## config.mk

```make
export PLATFORM = sky130hd
export DESIGN_NAME = feor_regs
export DESIGN_NICKNAME = d
export VERILOG_FILES = /design/src/feor_pkg.sv /design/src/feor_regs.sv
export VERILOG_INCLUDE_DIRS = /design/src
export SDC_FILE = /design/constraint.sdc
export NUM_CORES = 1
export LEC_CHECK = 0
export BUFFER_PORTS_ARGS = -buffer_cell sky130_fd_sc_hd__buf_2
export CORE_UTILIZATION = 50
export CTS_BUF_LIST = sky130_fd_sc_hd__clkbuf_8
export DETAILED_ROUTE_END_ITERATION = 8
export PLACE_DENSITY = 0.78
export SETUP_SLACK_MARGIN = 0.2
export SYNTH_ARGS = -nofsm -noshare
export SYNTH_HDL_FRONTEND = slang
export SYNTH_SLANG_ARGS = --single-unit
export TNS_END_PERCENT = 5
```

## constraint.sdc

```tcl
create_clock -name core_clk_in -period 2.9 [get_ports core_clk_in]
set_input_delay 0.145 -clock core_clk_in [delete_from_list [all_inputs] [get_ports core_clk_in]]
set_output_delay 0.145 -clock core_clk_in [all_outputs]
set_load 0.02 [all_outputs]
```

## src/ecc_fault_result_cfg.svh

```systemverilog
// offsets, field positions and constant values of the flash option register group
`ifndef FEOR_CFG_SVH
`define FEOR_CFG_SVH
`define FEOR_OFS_DIVIDER 8'h00
`define FEOR_OFS_STATUS 8'h06
`define FEOR_OFS_INDEX 8'h04
`define FEOR_OFS_RES_HI 8'h0E
`define FEOR_OFS_RES_LO 8'h0F
`define FEOR_OFS_OPTION 8'h10
`define FEOR_OFS_RSV_B 8'h0D
`define FEOR_OFS_RSV_C 8'h11
`define FEOR_OFS_RSV_D 8'h12
`define FEOR_OFS_RSV_E 8'h13
`define FEOR_OFS_IRQ_STAT 8'h20
`define FEOR_OFS_IRQ_MASK 8'h21
`define FEOR_OFS_COMMAND 8'h22
`define FEOR_ST_ACCESS_ERROR_FLAG_BIT 5
`define FEOR_ST_DFAULT_BIT 1
`define FEOR_ST_SFAULT_BIT 0
`define FEOR_IRQ_ACCESS_ERROR_FLAG_BIT 2
`define FEOR_IRQ_DFAULT_BIT 1
`define FEOR_IRQ_SFAULT_BIT 0
`define FEOR_DIV_LOADED_BIT 7
`define FEOR_OPTION_FAULT 8'hFF
`define FEOR_ZERO_WORD 16'h0000
`define FEOR_OPTION_ADDR 23'h7FFF0E
`define FEOR_OPTION_LANE 3'h6
`endif

```

## src/feor_pkg.sv

```systemverilog
// types of the flash option register group
package feor_pkg;
   typedef enum logic [1:0] {
      FEOR_BOOT_REQ = 2'h0,
      FEOR_BOOT_WAIT = 2'h1,
      FEOR_BOOT_DONE = 2'h3
   } feor_boot_type;
   typedef struct packed {
      feor_boot_type boot;
      logic [7:0] option;
      logic [6:0] divider;
      logic div_loaded;
      logic [2:0] index;
      logic [1:0] fault_flags;
      logic access_error_flag;
      logic [7:0] check_bits;
      logic [22:0] fault_global_addr;
      logic [63:0] data;
      logic [2:0] irq_stat;
      logic [2:0] irq_mask;
      logic [7:0] rdata;
      logic irq;
      logic boot_rd;
      logic cmd_go;
   } feor_state_type;
endpackage : feor_pkg

```

## src/feor_regs.sv

```systemverilog
// flash ecc result, option byte and divider-loaded register group
//
// The address-and-strobe port is this design's own decision.
`include "ecc_fault_result_cfg.svh"

// Summary of operation
// - factory reserved registers read all zero and ignore writes
// - result window content selected by three-bit index register
// - index 0 shows check bits, zero bit 7, upper seven address bits
// - index 1 lower address, indexes 2 to 5 the four data words
// - indexes 6 and 7 read zero
// - recorder freezes after capture until software clears the fault flag
// - simultaneous faults record the double-bit fault
// - result bits read only, writes ignored
// - check bits eight for program array, six with top two zero for data array
// - captured data and check bits are raw uncorrected values
// - data-array fault puts its word at index 2, address at index 1
// - option register loaded from the configuration byte after reset release
// - double-bit fault on option phrase sets option register all ones
// - any divider write sets the divider-loaded flag, clear after reset
// - program or erase without loaded divider refused, access error set
module feor_regs (
   input wire logic core_clk_in,
   input wire logic resetn_in,
   input wire logic [7:0] addr_in,
   input wire logic [7:0] wdata_in,
   input wire logic wr_in,
   input wire logic rd_in,
   output logic [7:0] rdata_out,
   output logic irq_out,
   input wire logic sfault_in,
   input wire logic dfault_in,
   input wire logic fault_dflash_in,
   input wire logic [22:0] fault_addr_in,
   input wire logic [7:0] fault_check_in,
   input wire logic [63:0] fault_data_in,
   output logic boot_rd_out,
   input wire logic boot_valid_in,
   input wire logic boot_dfault_in,
   input wire logic [63:0] boot_data_in,
   output logic [6:0] divider_value_out,
   output logic divider_loaded_flag_out,
   output logic cmd_go_out
);
   feor_pkg::feor_state_type s_q;
   feor_pkg::feor_state_type s_d;
   logic wr_status;
   logic [15:0] word;
   logic [1:0] clr;
   logic [2:0] ev;

   always_comb begin
      s_d = s_q;
      word = `FEOR_ZERO_WORD;
      clr = 2'h0;
      ev = 3'h0;
      s_d.cmd_go = 1'b0;
      s_d.boot_rd = 1'b0;
      wr_status = wr_in && (addr_in == `FEOR_OFS_STATUS);
      // option byte fetch after reset release
      case (s_q.boot)
         feor_pkg::FEOR_BOOT_REQ: begin
            s_d.boot_rd = 1'b1;
            s_d.boot = feor_pkg::FEOR_BOOT_WAIT;
         end
         feor_pkg::FEOR_BOOT_WAIT: begin
            s_d.boot_rd = ~boot_valid_in;
            if (boot_valid_in) begin
               s_d.boot = feor_pkg::FEOR_BOOT_DONE;
               if (boot_dfault_in) begin
                  s_d.option = `FEOR_OPTION_FAULT;
               end else begin
                  s_d.option = boot_data_in[8*`FEOR_OPTION_LANE +: 8];
               end
            end
         end
         feor_pkg::FEOR_BOOT_DONE: begin
            s_d.boot = feor_pkg::FEOR_BOOT_DONE;
         end
         default: begin
            s_d.boot = feor_pkg::FEOR_BOOT_REQ;
         end
      endcase
      if (wr_status) begin
         clr[1] = wdata_in[`FEOR_ST_DFAULT_BIT];
         clr[0] = wdata_in[`FEOR_ST_SFAULT_BIT];
         if (wdata_in[`FEOR_ST_ACCESS_ERROR_FLAG_BIT]) begin
            s_d.access_error_flag = 1'b0;
         end
      end
      s_d.fault_flags = s_q.fault_flags & ~clr;
      // capture only while no fault is held, double-bit wins
      if ((s_q.fault_flags == 2'h0) && (sfault_in || dfault_in)) begin
         s_d.fault_flags = dfault_in ? 2'h2 : 2'h1;
         ev[`FEOR_IRQ_DFAULT_BIT] = dfault_in;
         ev[`FEOR_IRQ_SFAULT_BIT] = ~dfault_in;
         s_d.fault_global_addr = fault_addr_in;
         s_d.data = fault_data_in;
         if (fault_dflash_in) begin
            s_d.check_bits = {2'h0, fault_check_in[5:0]};
            s_d.data = {48'h0, fault_data_in[15:0]};
         end else begin
            s_d.check_bits = fault_check_in;
         end
      end
      if (wr_in && (addr_in == `FEOR_OFS_DIVIDER)) begin
         s_d.divider = wdata_in[6:0];
         s_d.div_loaded = 1'b1;
      end
      if (wr_in && (addr_in == `FEOR_OFS_INDEX)) begin
         s_d.index = wdata_in[2:0];
      end
      if (wr_in && (addr_in == `FEOR_OFS_IRQ_MASK)) begin
         s_d.irq_mask = wdata_in[2:0];
      end
      if (wr_in && (addr_in == `FEOR_OFS_COMMAND)) begin
         if (s_q.div_loaded) begin
            s_d.cmd_go = 1'b1;
         end else begin
            s_d.access_error_flag = 1'b1;
            ev[`FEOR_IRQ_ACCESS_ERROR_FLAG_BIT] = 1'b1;
         end
      end
      case (s_q.index)
         3'h0: word = {s_q.check_bits, 1'b0, s_q.fault_global_addr[22:16]};
         3'h1: word = s_q.fault_global_addr[15:0];
         3'h2: word = s_q.data[15:0];
         3'h3: word = s_q.data[31:16];
         3'h4: word = s_q.data[47:32];
         3'h5: word = s_q.data[63:48];
         default: word = `FEOR_ZERO_WORD;
      endcase
      s_d.rdata = 8'h00;
      if (rd_in) begin
         case (addr_in)
            `FEOR_OFS_DIVIDER: s_d.rdata = {s_q.div_loaded, s_q.divider};
            `FEOR_OFS_INDEX: s_d.rdata = {5'h00, s_q.index};
            `FEOR_OFS_STATUS: s_d.rdata = {2'h0, s_q.access_error_flag, 3'h0, s_q.fault_flags};
            `FEOR_OFS_RES_HI: s_d.rdata = word[15:8];
            `FEOR_OFS_RES_LO: s_d.rdata = word[7:0];
            `FEOR_OFS_OPTION: s_d.rdata = s_q.option;
            `FEOR_OFS_IRQ_STAT: s_d.rdata = {5'h00, s_q.irq_stat};
            `FEOR_OFS_IRQ_MASK: s_d.rdata = {5'h00, s_q.irq_mask};
            `FEOR_OFS_RSV_B, `FEOR_OFS_RSV_C, `FEOR_OFS_RSV_D, `FEOR_OFS_RSV_E: s_d.rdata = 8'h00;
            default: s_d.rdata = 8'h00;
         endcase
      end
      // read clears status, a new event in the same cycle wins
      if (rd_in && (addr_in == `FEOR_OFS_IRQ_STAT)) begin
         s_d.irq_stat = ev;
      end else begin
         s_d.irq_stat = s_q.irq_stat | ev;
      end
      s_d.irq = |(s_d.irq_stat & s_d.irq_mask);
   end

   always_ff @(posedge core_clk_in or negedge resetn_in) begin
      if (!resetn_in) begin
         s_q <= '0;
      end else begin
         s_q <= s_d;
      end
   end

   assign rdata_out = s_q.rdata;
   assign irq_out = s_q.irq;
   assign boot_rd_out = s_q.boot_rd;
   assign divider_value_out = s_q.divider;
   assign divider_loaded_flag_out = s_q.div_loaded;
   assign cmd_go_out = s_q.cmd_go;
endmodule : feor_regs

```

==> out/metrics.yaml, run 1 <==
run_status:
  status: "finished, final reports clean"
routing:
  avgViaCountPerCell: 5.30
  wl_per_cell_um: 16.5
  drt-pass1-iter-count: 5
  drtIter0Drc: 534
  routed_wirelength_um: 18500
  post-route-drc-count: 0
  vias: 5928
  antenna_left: 0
clock_network:
  htreeDepth: 4
  cts.sinks: 136
  numCtsBuffers: 17
  cts_max_path_buffers: 2
  cts_post_setup_buffers_inserted: 0
  hold_buffers: 108
  post_cts_resized: 0
  cts-root-buf: "clkbuf_8"
  cts_tree: "done"
  worstSkewPairLatency_ns: 0.44
  clkTransAtPathRegs_ns: 0.07
placed_design:
  portBuffers: 145
  place_congestion: 0.921
  post-dp-hpwl_um: 11500
global_route:
  grt_antenna_before_repair: 0
  first_global_vias: 5937
  grt_pass1_wl_um: 28900
  grt_usage: 0.286
  overflow: 0
  grt_max_degree: 95
sta:
  hold_violations: 0
  worst_pin_slew_ns: 0.933
  rsz0062_at_grt: "false"
  setup_tns_ns: 0
  fmax_mhz: 474
  fin_skew_ns: 0.00916
  slew_headroom: 0.378
  setup_viol_count_final: 0
  post-route-period-util: 0.727
  drv_slew: 0
  period_needed_ns: 2.11
finish:
  syn_to_final_growth_pct: 33.6
  drive_gt1_frac: 0.225
  final_util: 0.693
  final_nets: 1118
  multiInputGateArea_mm2: 0.00293
  fillers: 938
  seq_area_mm2: 0.00340
  antenna_cells: 0
synth:
  syn_inst: 710
  synth_area_leaders: "dfrtp_1, nand2_1, mux2i_1"
  synth.largest_area_cell: "dfrtp_1"
  synth_nets: 894
  ys.flop_type: "dfrtp_1"
  syn_area_mm2: 0.00663
  synth_warnings: 0
  synth_enable_flop_cells: 0
  seq_area_frac_synth: 0.514
  synth-seq-cells: 136
  synth_top_area_frac: 0.514
  syn_avg_cell_area_um2: 9.33
  async_flop_share: 1.00
  yosysUniqueCellTypes: 49
floorplanning:
  core_area_mm2: 0.0128
  die_y_um: 117
  io_pins: 203
  initial_core_util: 0.519
  rows: 41
  die_w_um: 117
  dieArea_mm2: 0.0137
worst_setup_path:
  end_kind: "register"
  critPathTopFamily: "flip-flops"
  critPathArrivalTime_ns: 2.43
  slowest_delay_ns: 0.85
  r2r_setup_slack_ns: 0.79
  path_cells: "buf_12, mux2i_1, o22a_1, o21ai_0, a222oi_1, nor2_1"
  startpoint_type: "register"
  cp.buffers_inverters: 1
  criticalPathCategory: "reg2reg"
  cp_slowest_cell: "dfrtp_2"
  crit_fanout: 25
  required_ns: 3.22
pwr:
  p_leak_uw: 0.00436
  ir_drop_uv: 329
  p_per_area_mw_per_mm2: 662
  power_uw: 5860
worst_hold_path:
  hp-class: "in2reg"
job:
  maxCapViolCount: 0
synth_stat cells, drive strengths merged (3+ instances only):
| master | count |
|---|---|
| nand2 | 267 |
| dfrtp | 136 |
| nand3b | 52 |
| mux2i | 46 |
| buf | 35 |
| o21ai | 31 |
| nor2 | 24 |
| clkbuf | 22 |
| mux2 | 18 |
| o22ai | 9 |
| a21oi | 8 |
| a31oi | 5 |
| nand3 | 5 |
| nor3 | 4 |
| o211ai | 4 |
| inv | 3 |
| nand2b | 3 |
| nor2b | 3 |
| nor4 | 3 |
| o21a | 3 |
kinds of logic (layout without fill, tap and decap cells):
group / after synthesis / count (layout) / synth area share
AOI/OAI and AO/OA: 73 / 73 / 0.0680
buffers and inverters: 60 / 296 / 0.0457
DFF: 136 / 136 / 0.514
muxes: 66 / 66 / 0.107
and+or+nand+nor: 375 / 375 / 0.265
metal layers:
layer  up-vias  track usage  routed length, µm
li1       2812            -                  -
met2       240        0.487               9050
met4         0        0.104                410
met5         -            0                  0
met3        38       0.0566               1030
met1      2838        0.362               8000
where the power goes:
group	internal (µW)	switching, µW
clock network	787	697
logic	635	784
registers	2560	391
through the flow:
step           worst slack, ns  area [µm²]  instances  hold slack [ns]
3_3_place_gp             0.801        7400        979            0.233
6_report                 0.790        8850       1118           0.0174
4_1_cts                  0.781        8850       1118           0.0111
3_5_place_dp             0.797        7400        979            0.238
5_1_grt                  0.660        8850       1118           0.0109
2_1_floorplan             1.29        6630        710           -0.151
path summary, 6_finish.rpt:
kind	startpoint	to	cells past startpoint
max reg2reg	s_q[115]$_DFFE_PN0P_	rdata_out[3]$_DFF_PN0_	6
max in group asynchronous	resetn_in	s_q[114]$_DFF_PN0_	3
max	s_q[115]$_DFFE_PN0P_	rdata_out[3]$_DFF_PN0_	6
min	boot_data_in[48]	s_q[126]$_DFFE_PN0P_	3
min in group asynchronous	resetn_in	boot_rd_out$_DFF_PN0_	2
min reg2reg	s_q[135]$_DFFE_PN0N_	boot_rd_out$_DFF_PN0_	1
layout make-up:
type | count | area share
clock inverters | 12 | 0.0126
multi-input cells | 514 | 0.331
clock buffers | 19 | 0.0295
flip-flops and latches | 136 | 0.385
well taps | 172 | 0.0243
repair buffers | 262 | 0.217
inverters | 3 | 0.00127
cells in the final DEF (no fill, tap or decap), types with 2 or more instances in the layout:
master / n
clkinv_2: 5
dlygate4sd3_1: 108
nor2_1: 24
buf_2: 144
a21o_1: 2
or3_1: 2
dfrtp_1: 135
nand2_1: 267
a22o_1: 2
nand3b_1: 52
a31oi_1: 5
o211ai_1: 4
clkinvlp_4: 2
nor4_1: 2
bufinv_16: 2
buf_12: 3
mux2i_1: 46
mux2_2: 17
nand4b_1: 2
clkbuf_8: 19
o22a_1: 2
nand3_1: 5
nand2b_1: 3
mux4_2: 2
o22ai_1: 9
buf_4: 6
o21a_1: 2
nor3_1: 2
nor2b_1: 3
nor3_4: 2
o21ai_0: 30
inv_1: 6
a21oi_1: 8
state kept, by name, summed over array words and instances, names as in the netlist:
name and count:
boot_rd_out 1, cmd_go_out 1, divider_loaded_flag_out 1, divider_value_out 7, irq_out 1, rdata_out 8
s_q 117
worst reg2reg max path, stage by stage, from the launching register on:
cell and delay [ns]:
dfrtp_2 0.85, buf_12 0.27, mux2i_1 0.24, o22a_1 0.17, o21ai_0 0.08, a222oi_1 0.31
nor2_1 0.08
Note: power is estimated with default switching activity, not from simulation.
==> run 2: changes to the inputs <==
--- a/config.mk
+++ b/config.mk
@@ -7,7 +7,7 @@
 export NUM_CORES = 1
 export LEC_CHECK = 0
 export BUFFER_PORTS_ARGS = -buffer_cell sky130_fd_sc_hd__buf_2
-export CORE_UTILIZATION = 50
+export CORE_UTILIZATION = 48
 export CTS_BUF_LIST = sky130_fd_sc_hd__clkbuf_8
 export DETAILED_ROUTE_END_ITERATION = 8
 export PLACE_DENSITY = 0.78
==> constraint.sdc (replaced) <==
create_clock -name core_clk_in -period 1.9 [get_ports core_clk_in]
set_input_delay 0.095 -clock core_clk_in [delete_from_list [all_inputs] [get_ports core_clk_in]]
set_output_delay 0.095 -clock core_clk_in [all_outputs]
set_load 0.02 [all_outputs]
==> run 2 against run 1 <==
Effect of this change: fmax increased by 24%; global-route usage increased by 0.68 points; worst setup slack got worse by 0.60 ns; sequential share of layout area decreased by 1.5 points; clock skew increased by 0.0013 ns; die area increased by 4.1%; flip-flop and latch count unchanged; first-iteration DRC count increased by 8.4%; via count increased by 4.0%; combinational power increased by 58%; non-clock buffer count increased by 27; critical endpoint is now rdata_out[5]$_DFF_PN0_; largest cell class unchanged; highest routed layer unchanged.
==> out/metrics.yaml, run 2 (same netlist as run 1, synthesis figures left out) <==
run_status:
  status: "finished, final reports clean"
floorplanning:
  core_area_mm2: 0.0133  # +4.5%
  io_pins: 203  # unchanged
  dieArea_mm2: 0.0143  # +4.1%
  die_w_um: 119  # +2.0%
  initial_core_util: 0.496  # -0.0223
  die_y_um: 119  # +2.0%
  rows: 42  # +2.4%
worst_setup_path:
  critPathTopFamily: "compound AO/OA/AOI/OAI gates"
  end_kind: "register"
  crit_fanout: 13  # -48%
  criticalPathCategory: "reg2reg"
  startpoint_type: "register"
  cp.buffers_inverters: 2  # +1
  cp_slowest_cell: "dfrtp_2"
  required_ns: 2.21  # -1.01 ns
  startpoint: "s_q[115]$_DFFE_PN0P_"
  critPathArrivalTime_ns: 2.02  # -0.41 ns
  path_cells: "buf_4, clkbuf_16, mux2i_1, o22ai_1, o21ai_0, a31oi_1"
  slowest_delay_ns: 0.50  # -0.35 ns
  r2r-start: "s_q[115]$_DFFE_PN0P_"
finish:
  top_register: "s_q"
  layout_common_cells: "nand2_1, buf_2, dfrtp_1"
  drive_gt1_frac: 0.244  # +0.0184
  syn_to_final_growth_pct: 39.1
  largest_reg_flops: 117  # unchanged
  final_nets: 1145  # +2.4%
  stdcell_count: 1149  # +2.8%
  final_common_cell: "nand2_1"
  antenna_cells: 0  # unchanged
placed_design:
  portBuffers: 145  # unchanged
  dp.cells: 997  # +1.8%
  place_congestion: 0.890  # -3.4%
  post-dp-hpwl_um: 12100  # +5.7%
clock_network:
  numCtsBuffers: 17  # unchanged
  cts-root-buf: "clkbuf_8"
  worstSkewPairLatency_ns: 0.44  # about the same
  htreeDepth: 4  # unchanged
  cts.sinks: 136  # unchanged
  clkTransAtPathRegs_ns: 0.08  # about the same
  cts_max_path_buffers: 2  # unchanged
  cts_tree: "done"
pwr:
  p_per_area_mw_per_mm2: 999  # +51%
  power_uw: 9200  # +57%
  p_leak_uw: 0.00453  # +4.0%
  ir_drop_uv: 524  # +60%
worst_hold_path:
  hp-class: "in2reg"
  hp-start: "boot_dfault_in"
global_route:
  grt_max_degree: 72  # -24%
  grt_pass1_wl_um: 31500  # +9.0%
  overflow: 0  # unchanged
  first_global_vias: 6240  # +5.1%
  grt_antenna_before_repair: 0  # unchanged
  grt_usage: 0.292  # +0.00675
routing:
  post-route-drc-count: 0  # unchanged
  antenna_left: 0  # unchanged
  avgViaCountPerCell: 5.36  # +1.2%
  routed_wirelength_um: 19900  # +7.8%
  wl_per_cell_um: 17.3  # +4.9%
  vias: 6163  # +4.0%
  drtIter0Drc: 579  # +8.4%
  drt-pass1-iter-count: 5  # unchanged
sta:
  post-route-period-util: 0.898  # +0.171
  period_needed_ns: 1.71  # -0.403 ns
  setup_viol_count_final: 0  # unchanged
  rsz0062_at_grt: "true"
  fin_skew_ns: 0.0104  # +0.00127 ns
  fmax_mhz: 586  # +24%
  slew_headroom: 0.587  # +0.209
  hold_violations: 0  # unchanged
  setup_tns_ns: 0  # unchanged
  drv_slew: 0  # unchanged
  worst_pin_slew_ns: 0.612  # -0.322 ns
job:
  maxCapViolCount: 0  # unchanged
[run 2: cell count changes in the layout (fill, tap and decap cells not counted), sizes merged]
| cell | change |
|---|---|
| dlygate4sd3 | +9 |
| inv | -3 |
| clkbuf | +5 |
| buf | +17 |
| clkinvlp | -1 |
[run 2: timing repair]
| item | in CTS | in global routing |
|---|---|---|
| hold buffers | 117 | 0 |
| pin swaps | 0 | 1 |
| endpoints found under the hold margin | 193 | 0 |
| setup endpoints to repair | 7 | 8 |
| gates cloned | 0 | 1 |
| buffers inserted | 2 | 1 |
| gates resized for setup | 0 | 5 |
[run 2: worst register-to-register path: cells and delay by family, from the launching register on]
family | cells | cell delay [ns]
compound gates | 3 | 0.52
buf+inv | 2 | 0.33
flops | 1 | 0.50
mux | 1 | 0.23
[run 2: worst paths after layout]
path	cells past startpoint	end	slack, ns
worst max-delay path	6	rdata_out[5]$_DFF_PN0_	0.19
worst min-delay path	3	s_q[127]$_DFFE_PN0P_	0.04
worst max register to register	6	rdata_out[5]$_DFF_PN0_	0.19
worst min register to register	1	boot_rd_out$_DFF_PN0_	0.47
max in group asynchronous	3	s_q[48]$_DFFE_PN0P_	1.08
min in group asynchronous	2	s_q[134]$_DFFE_PN0N_	0.18
[run 2: layer usage]
metal,up-vias,wire (µm),track usage
met5,-,0,0
met3,57,1090,0.0623
met1,2968,8350,0.371
met4,0,742,0.138
met2,265,9750,0.477
li1,2873,-,-
[run 2: area by class of cell]
cell class	count	area (µm²)
Inverter	3	11.3
Tap cell	176	220
Sequential cell	136	3400
Clock inverter	8	92.6
Fill cell	1023	4140
Clock buffer	23	317
Multi-Input combinational cell	514	2960
Timing Repair Buffer	289	2210
[run 2: through the flow]
step           hold slack (ns)  setup slack, ns   util  cell area (µm²)
2_1_floorplan           -0.201            0.287      -             6630
3_3_place_gp            0.0757            0.144  0.566             7550
3_5_place_dp            0.0781            0.121  0.566             7550
4_1_cts                 0.0130            0.223  0.686             9160
5_1_grt                 0.0355            0.146  0.690             9210
6_report                0.0425            0.193  0.690             9210
[run 2: report_power, final]
| part | switching, µW | leakage [µW] | internal [µW] |
|---|---|---|---|
| Clock | 1070 | 0.000213 | 1360 |
| Sequential | 601 | 0.00174 | 3920 |
| Combinational | 1220 | 0.00258 | 1040 |
==> run 3: changes to the inputs <==
--- a/config.mk
+++ b/config.mk
@@ -6,9 +6,10 @@
 export SDC_FILE = /design/constraint.sdc
 export NUM_CORES = 1
 export LEC_CHECK = 0
+export ABC_CLOCK_PERIOD_IN_PS = 2200
 export BUFFER_PORTS_ARGS = -buffer_cell sky130_fd_sc_hd__buf_2
-export CORE_UTILIZATION = 48
-export CTS_BUF_LIST = sky130_fd_sc_hd__clkbuf_8
+export CORE_UTILIZATION = 50
+export CTS_BUF_LIST = sky130_fd_sc_hd__clkbuf_16
 export DETAILED_ROUTE_END_ITERATION = 8
 export PLACE_DENSITY = 0.78
 export SETUP_SLACK_MARGIN = 0.2
==> constraint.sdc (replaced) <==
create_clock -name core_clk_in -period 2.2 [get_ports core_clk_in]
set_input_delay 0.11 -clock core_clk_in [delete_from_list [all_inputs] [get_ports core_clk_in]]
set_output_delay 0.11 -clock core_clk_in [all_outputs]
set_load 0.02 [all_outputs]
==> run 3 against run 2 <==
Effect of this change: register-to-register slack better by 0.17 ns; clock skew is 0.0013 ns lower; critical path depth stayed put; final cell count is 2.4% lower; die area is 3.9% lower; largest power group unchanged.
==> out/metrics.yaml, run 3 (same netlist as run 1, synthesis figures left out) <==
floorplanning:
  rows: 41  # -2.4%
  core_area_mm2: 0.0128  # -4.3%
  initial_core_util: 0.519  # +0.0223
  dieArea_mm2: 0.0137  # -3.9%
  die_w_um: 117  # -2.0%
  die_y_um: 117  # -2.0%
  io_pins: 203  # unchanged
sta:
  hold_slack_ns: 0.00871  # -0.0338 ns
  post-route-period-util: 0.833  # -0.0654
  period_needed_ns: 1.83  # +0.126 ns
  hold_violations: 0  # unchanged
  setup_tns_ns: 0  # unchanged
  rsz0062_at_grt: "false"
  fmax_mhz: 546  # -6.9%
  slew_headroom: 0.472  # -0.114
  setup_viol_count_final: 0  # unchanged
  worst_pin_slew_ns: 0.789  # +0.177 ns
  fin_skew_ns: 0.00915  # -0.00128 ns
  drv_slew: 0  # unchanged
  setup_ws_ns: 0.368  # +0.174 ns
placed_design:
  dp.cells: 987  # -1.0%
  place_congestion: 0.925  # +3.9%
  portBuffers: 145  # unchanged
  place_ws_ns: 0.397  # +0.276 ns
  post-dp-hpwl_um: 11900  # -1.9%
pwr:
  ir_drop_uv: 527  # +0.56%
  p_leak_uw: 0.00444  # -2.0%
  clockPowerShare: 0.289  # +0.025
  p_per_area_mw_per_mm2: 911  # -8.8%
  p_seq_frac: 0.479  # -0.012
  net-switching-power_uw: 2580  # -11%
  combPwrFrac: 0.232  # -0.013
  switching_share: 0.315  # +0.000590
  internal_power_uw: 5610  # -11%
finish:
  drive_gt1_frac: 0.223  # -0.0202
  seq_area_mm2: 0.00340  # unchanged
  fillers: 897  # -12%
  stdcell_count: 1121  # -2.4%
  top_register: "s_q"
  largest_reg_flops: 117  # unchanged
  antenna_cells: 0  # unchanged
  layout_common_cells: "nand2_1, buf_2, dfrtp_1"
  syn_to_final_growth_pct: 35.7
  multiInputGateArea_mm2: 0.00293  # -0.85%
  final_common_cell: "nand2_1"
  final_util: 0.704  # +0.0138
  final_nets: 1122  # -2.0%
global_route:
  met3_usage: 0.0505  # -0.0118
  grtUsageMet2: 0.485  # +0.00869
  grt_pass1_wl_um: 29600  # -6.1%
  first_global_vias: 5917  # -5.2%
  grt_usage: 0.293  # +0.000918
  grt_max_degree: 73  # +1.4%
  met1_usage: 0.382  # +0.0113
  overflow: 0  # unchanged
  busiest_layer: "met2"
  grt_antenna_before_repair: 0  # unchanged
worst_setup_path:
  required_ns: 2.49  # +0.28 ns
  r2r_cells: 6  # unchanged
  crit_fanout: 14  # +1
  end_kind: "register"
  startpoint_type: "register"
  critPathArrivalTime_ns: 2.12  # +0.10 ns
  r2r-end: "rdata_out[3]$_DFF_PN0_"
  r2r_setup_slack_ns: 0.37  # +0.17 ns
  r2r-start: "s_q[115]$_DFFE_PN0P_"
  criticalPathCategory: "reg2reg"
clock_network:
  clkTransAtPathRegs_ns: 0.06  # -0.02 ns
  cts.sinks: 136  # unchanged
  cts_max_path_buffers: 2  # unchanged
  numCtsBuffers: 17  # unchanged
  htreeDepth: 4  # unchanged
  worstSkewPairLatency_ns: 0.41  # -0.03 ns
  cts_tree: "done"
  cts-root-buf: "clkbuf_16"
routing:
  drtIter0Drc: 518  # -11%
  post-route-drc-count: 0  # unchanged
  drt-pass1-iter-count: 6  # +1
  avgViaCountPerCell: 5.37  # about the same
  wl_per_cell_um: 16.8  # -2.9%
  routed_wirelength_um: 18900  # -5.3%
  antenna_left: 0  # unchanged
  vias: 6015  # -2.4%
worst_hold_path:
  hp-start: "fault_data_in[17]"
  holdPathStages: 3  # unchanged
  hp-class: "in2reg"
  min_to: "s_q[34]$_DFFE_PN0P_"
job:
  maxCapViolCount: 0  # unchanged
run_status:
  status: "finished, final reports clean"
## run 3: changes by cell type in the layout (fill, tap and decap cells not counted), moves of 3 or more
cell	before	now
buf_12	7	4
buf_4	19	13
clkbuf_16	1	17
clkbuf_8	23	0
clkinv_1	0	5
clkinv_2	5	1
dlygate4sd3_1	117	104
inv_1	3	9
## run 3: critical path, stage by stage, from the launching register on
cell and delay [ns]:
dfrtp_2 0.60, buf_12 0.21, mux2i_1 0.26, o22a_1 0.20, o21ai_0 0.08, a222oi_1 0.29, nor2_1 0.07
## run 3: cell type report
type / count / area share
clock inverter: 13 / 0.00598
multi-input combinational: 514 / 0.326
timing repair buffer: 266 / 0.217
sequential: 136 / 0.379
clock buffer: 17 / 0.0473
tap: 172 / 0.0239
inverter: 3 / 0.00125
## run 3: timing repair
| item | in CTS | in global routing |
|---|---|---|
| buffers inserted | 0 | 0 |
| gates resized for setup | 0 | 0 |
| hold buffers | 104 | 0 |
| hold endpoints to repair | 202 | 0 |
## run 3: per-stage QoR
stage          cell area (µm²)  power, µW
4_1_cts                   8990       8130
2_1_floorplan             6630       4930
3_3_place_gp              7470       5520
3_5_place_dp              7470       5630
6_report                  8990       8190
5_1_grt                   8990       8650
## run 3: power groups by stage
stage	sequential [µW]	clock, µW	combinational, µW
6_report	3920	2370	1900
5_1_grt	4010	2490	2150
4_1_cts	3890	2370	1870
3_5_place_dp	3910	0	1720
3_3_place_gp	3870	0	1640
2_1_floorplan	3750	0	1170
## run 3: worst max-delay path by stage
| stage | startpoint | end |
|---|---|---|
| global route | s_q[115]$_DFFE_PN0P_ | rdata_out[3]$_DFF_PN0_ |
| CTS | s_q[115]$_DFFE_PN0P_ | rdata_out[7]$_DFF_PN0_ |
| global placement | addr_in[4] | rdata_out[7]$_DFF_PN0_ |
| finish | s_q[115]$_DFFE_PN0P_ | rdata_out[3]$_DFF_PN0_ |
| floorplan | s_q[113]$_DFF_PN0_ | s_q[100]$_DFFE_PN0P_ |
| detailed placement | addr_in[4] | irq_out$_DFF_PN0_ |
## run 3: metal layers
layer | part of all wire | wire [µm]
met5 | 0 | 0
met4 | 0.030 | 573
met3 | 0.058 | 1100
met2 | 0.49 | 9210
met1 | 0.42 | 7990
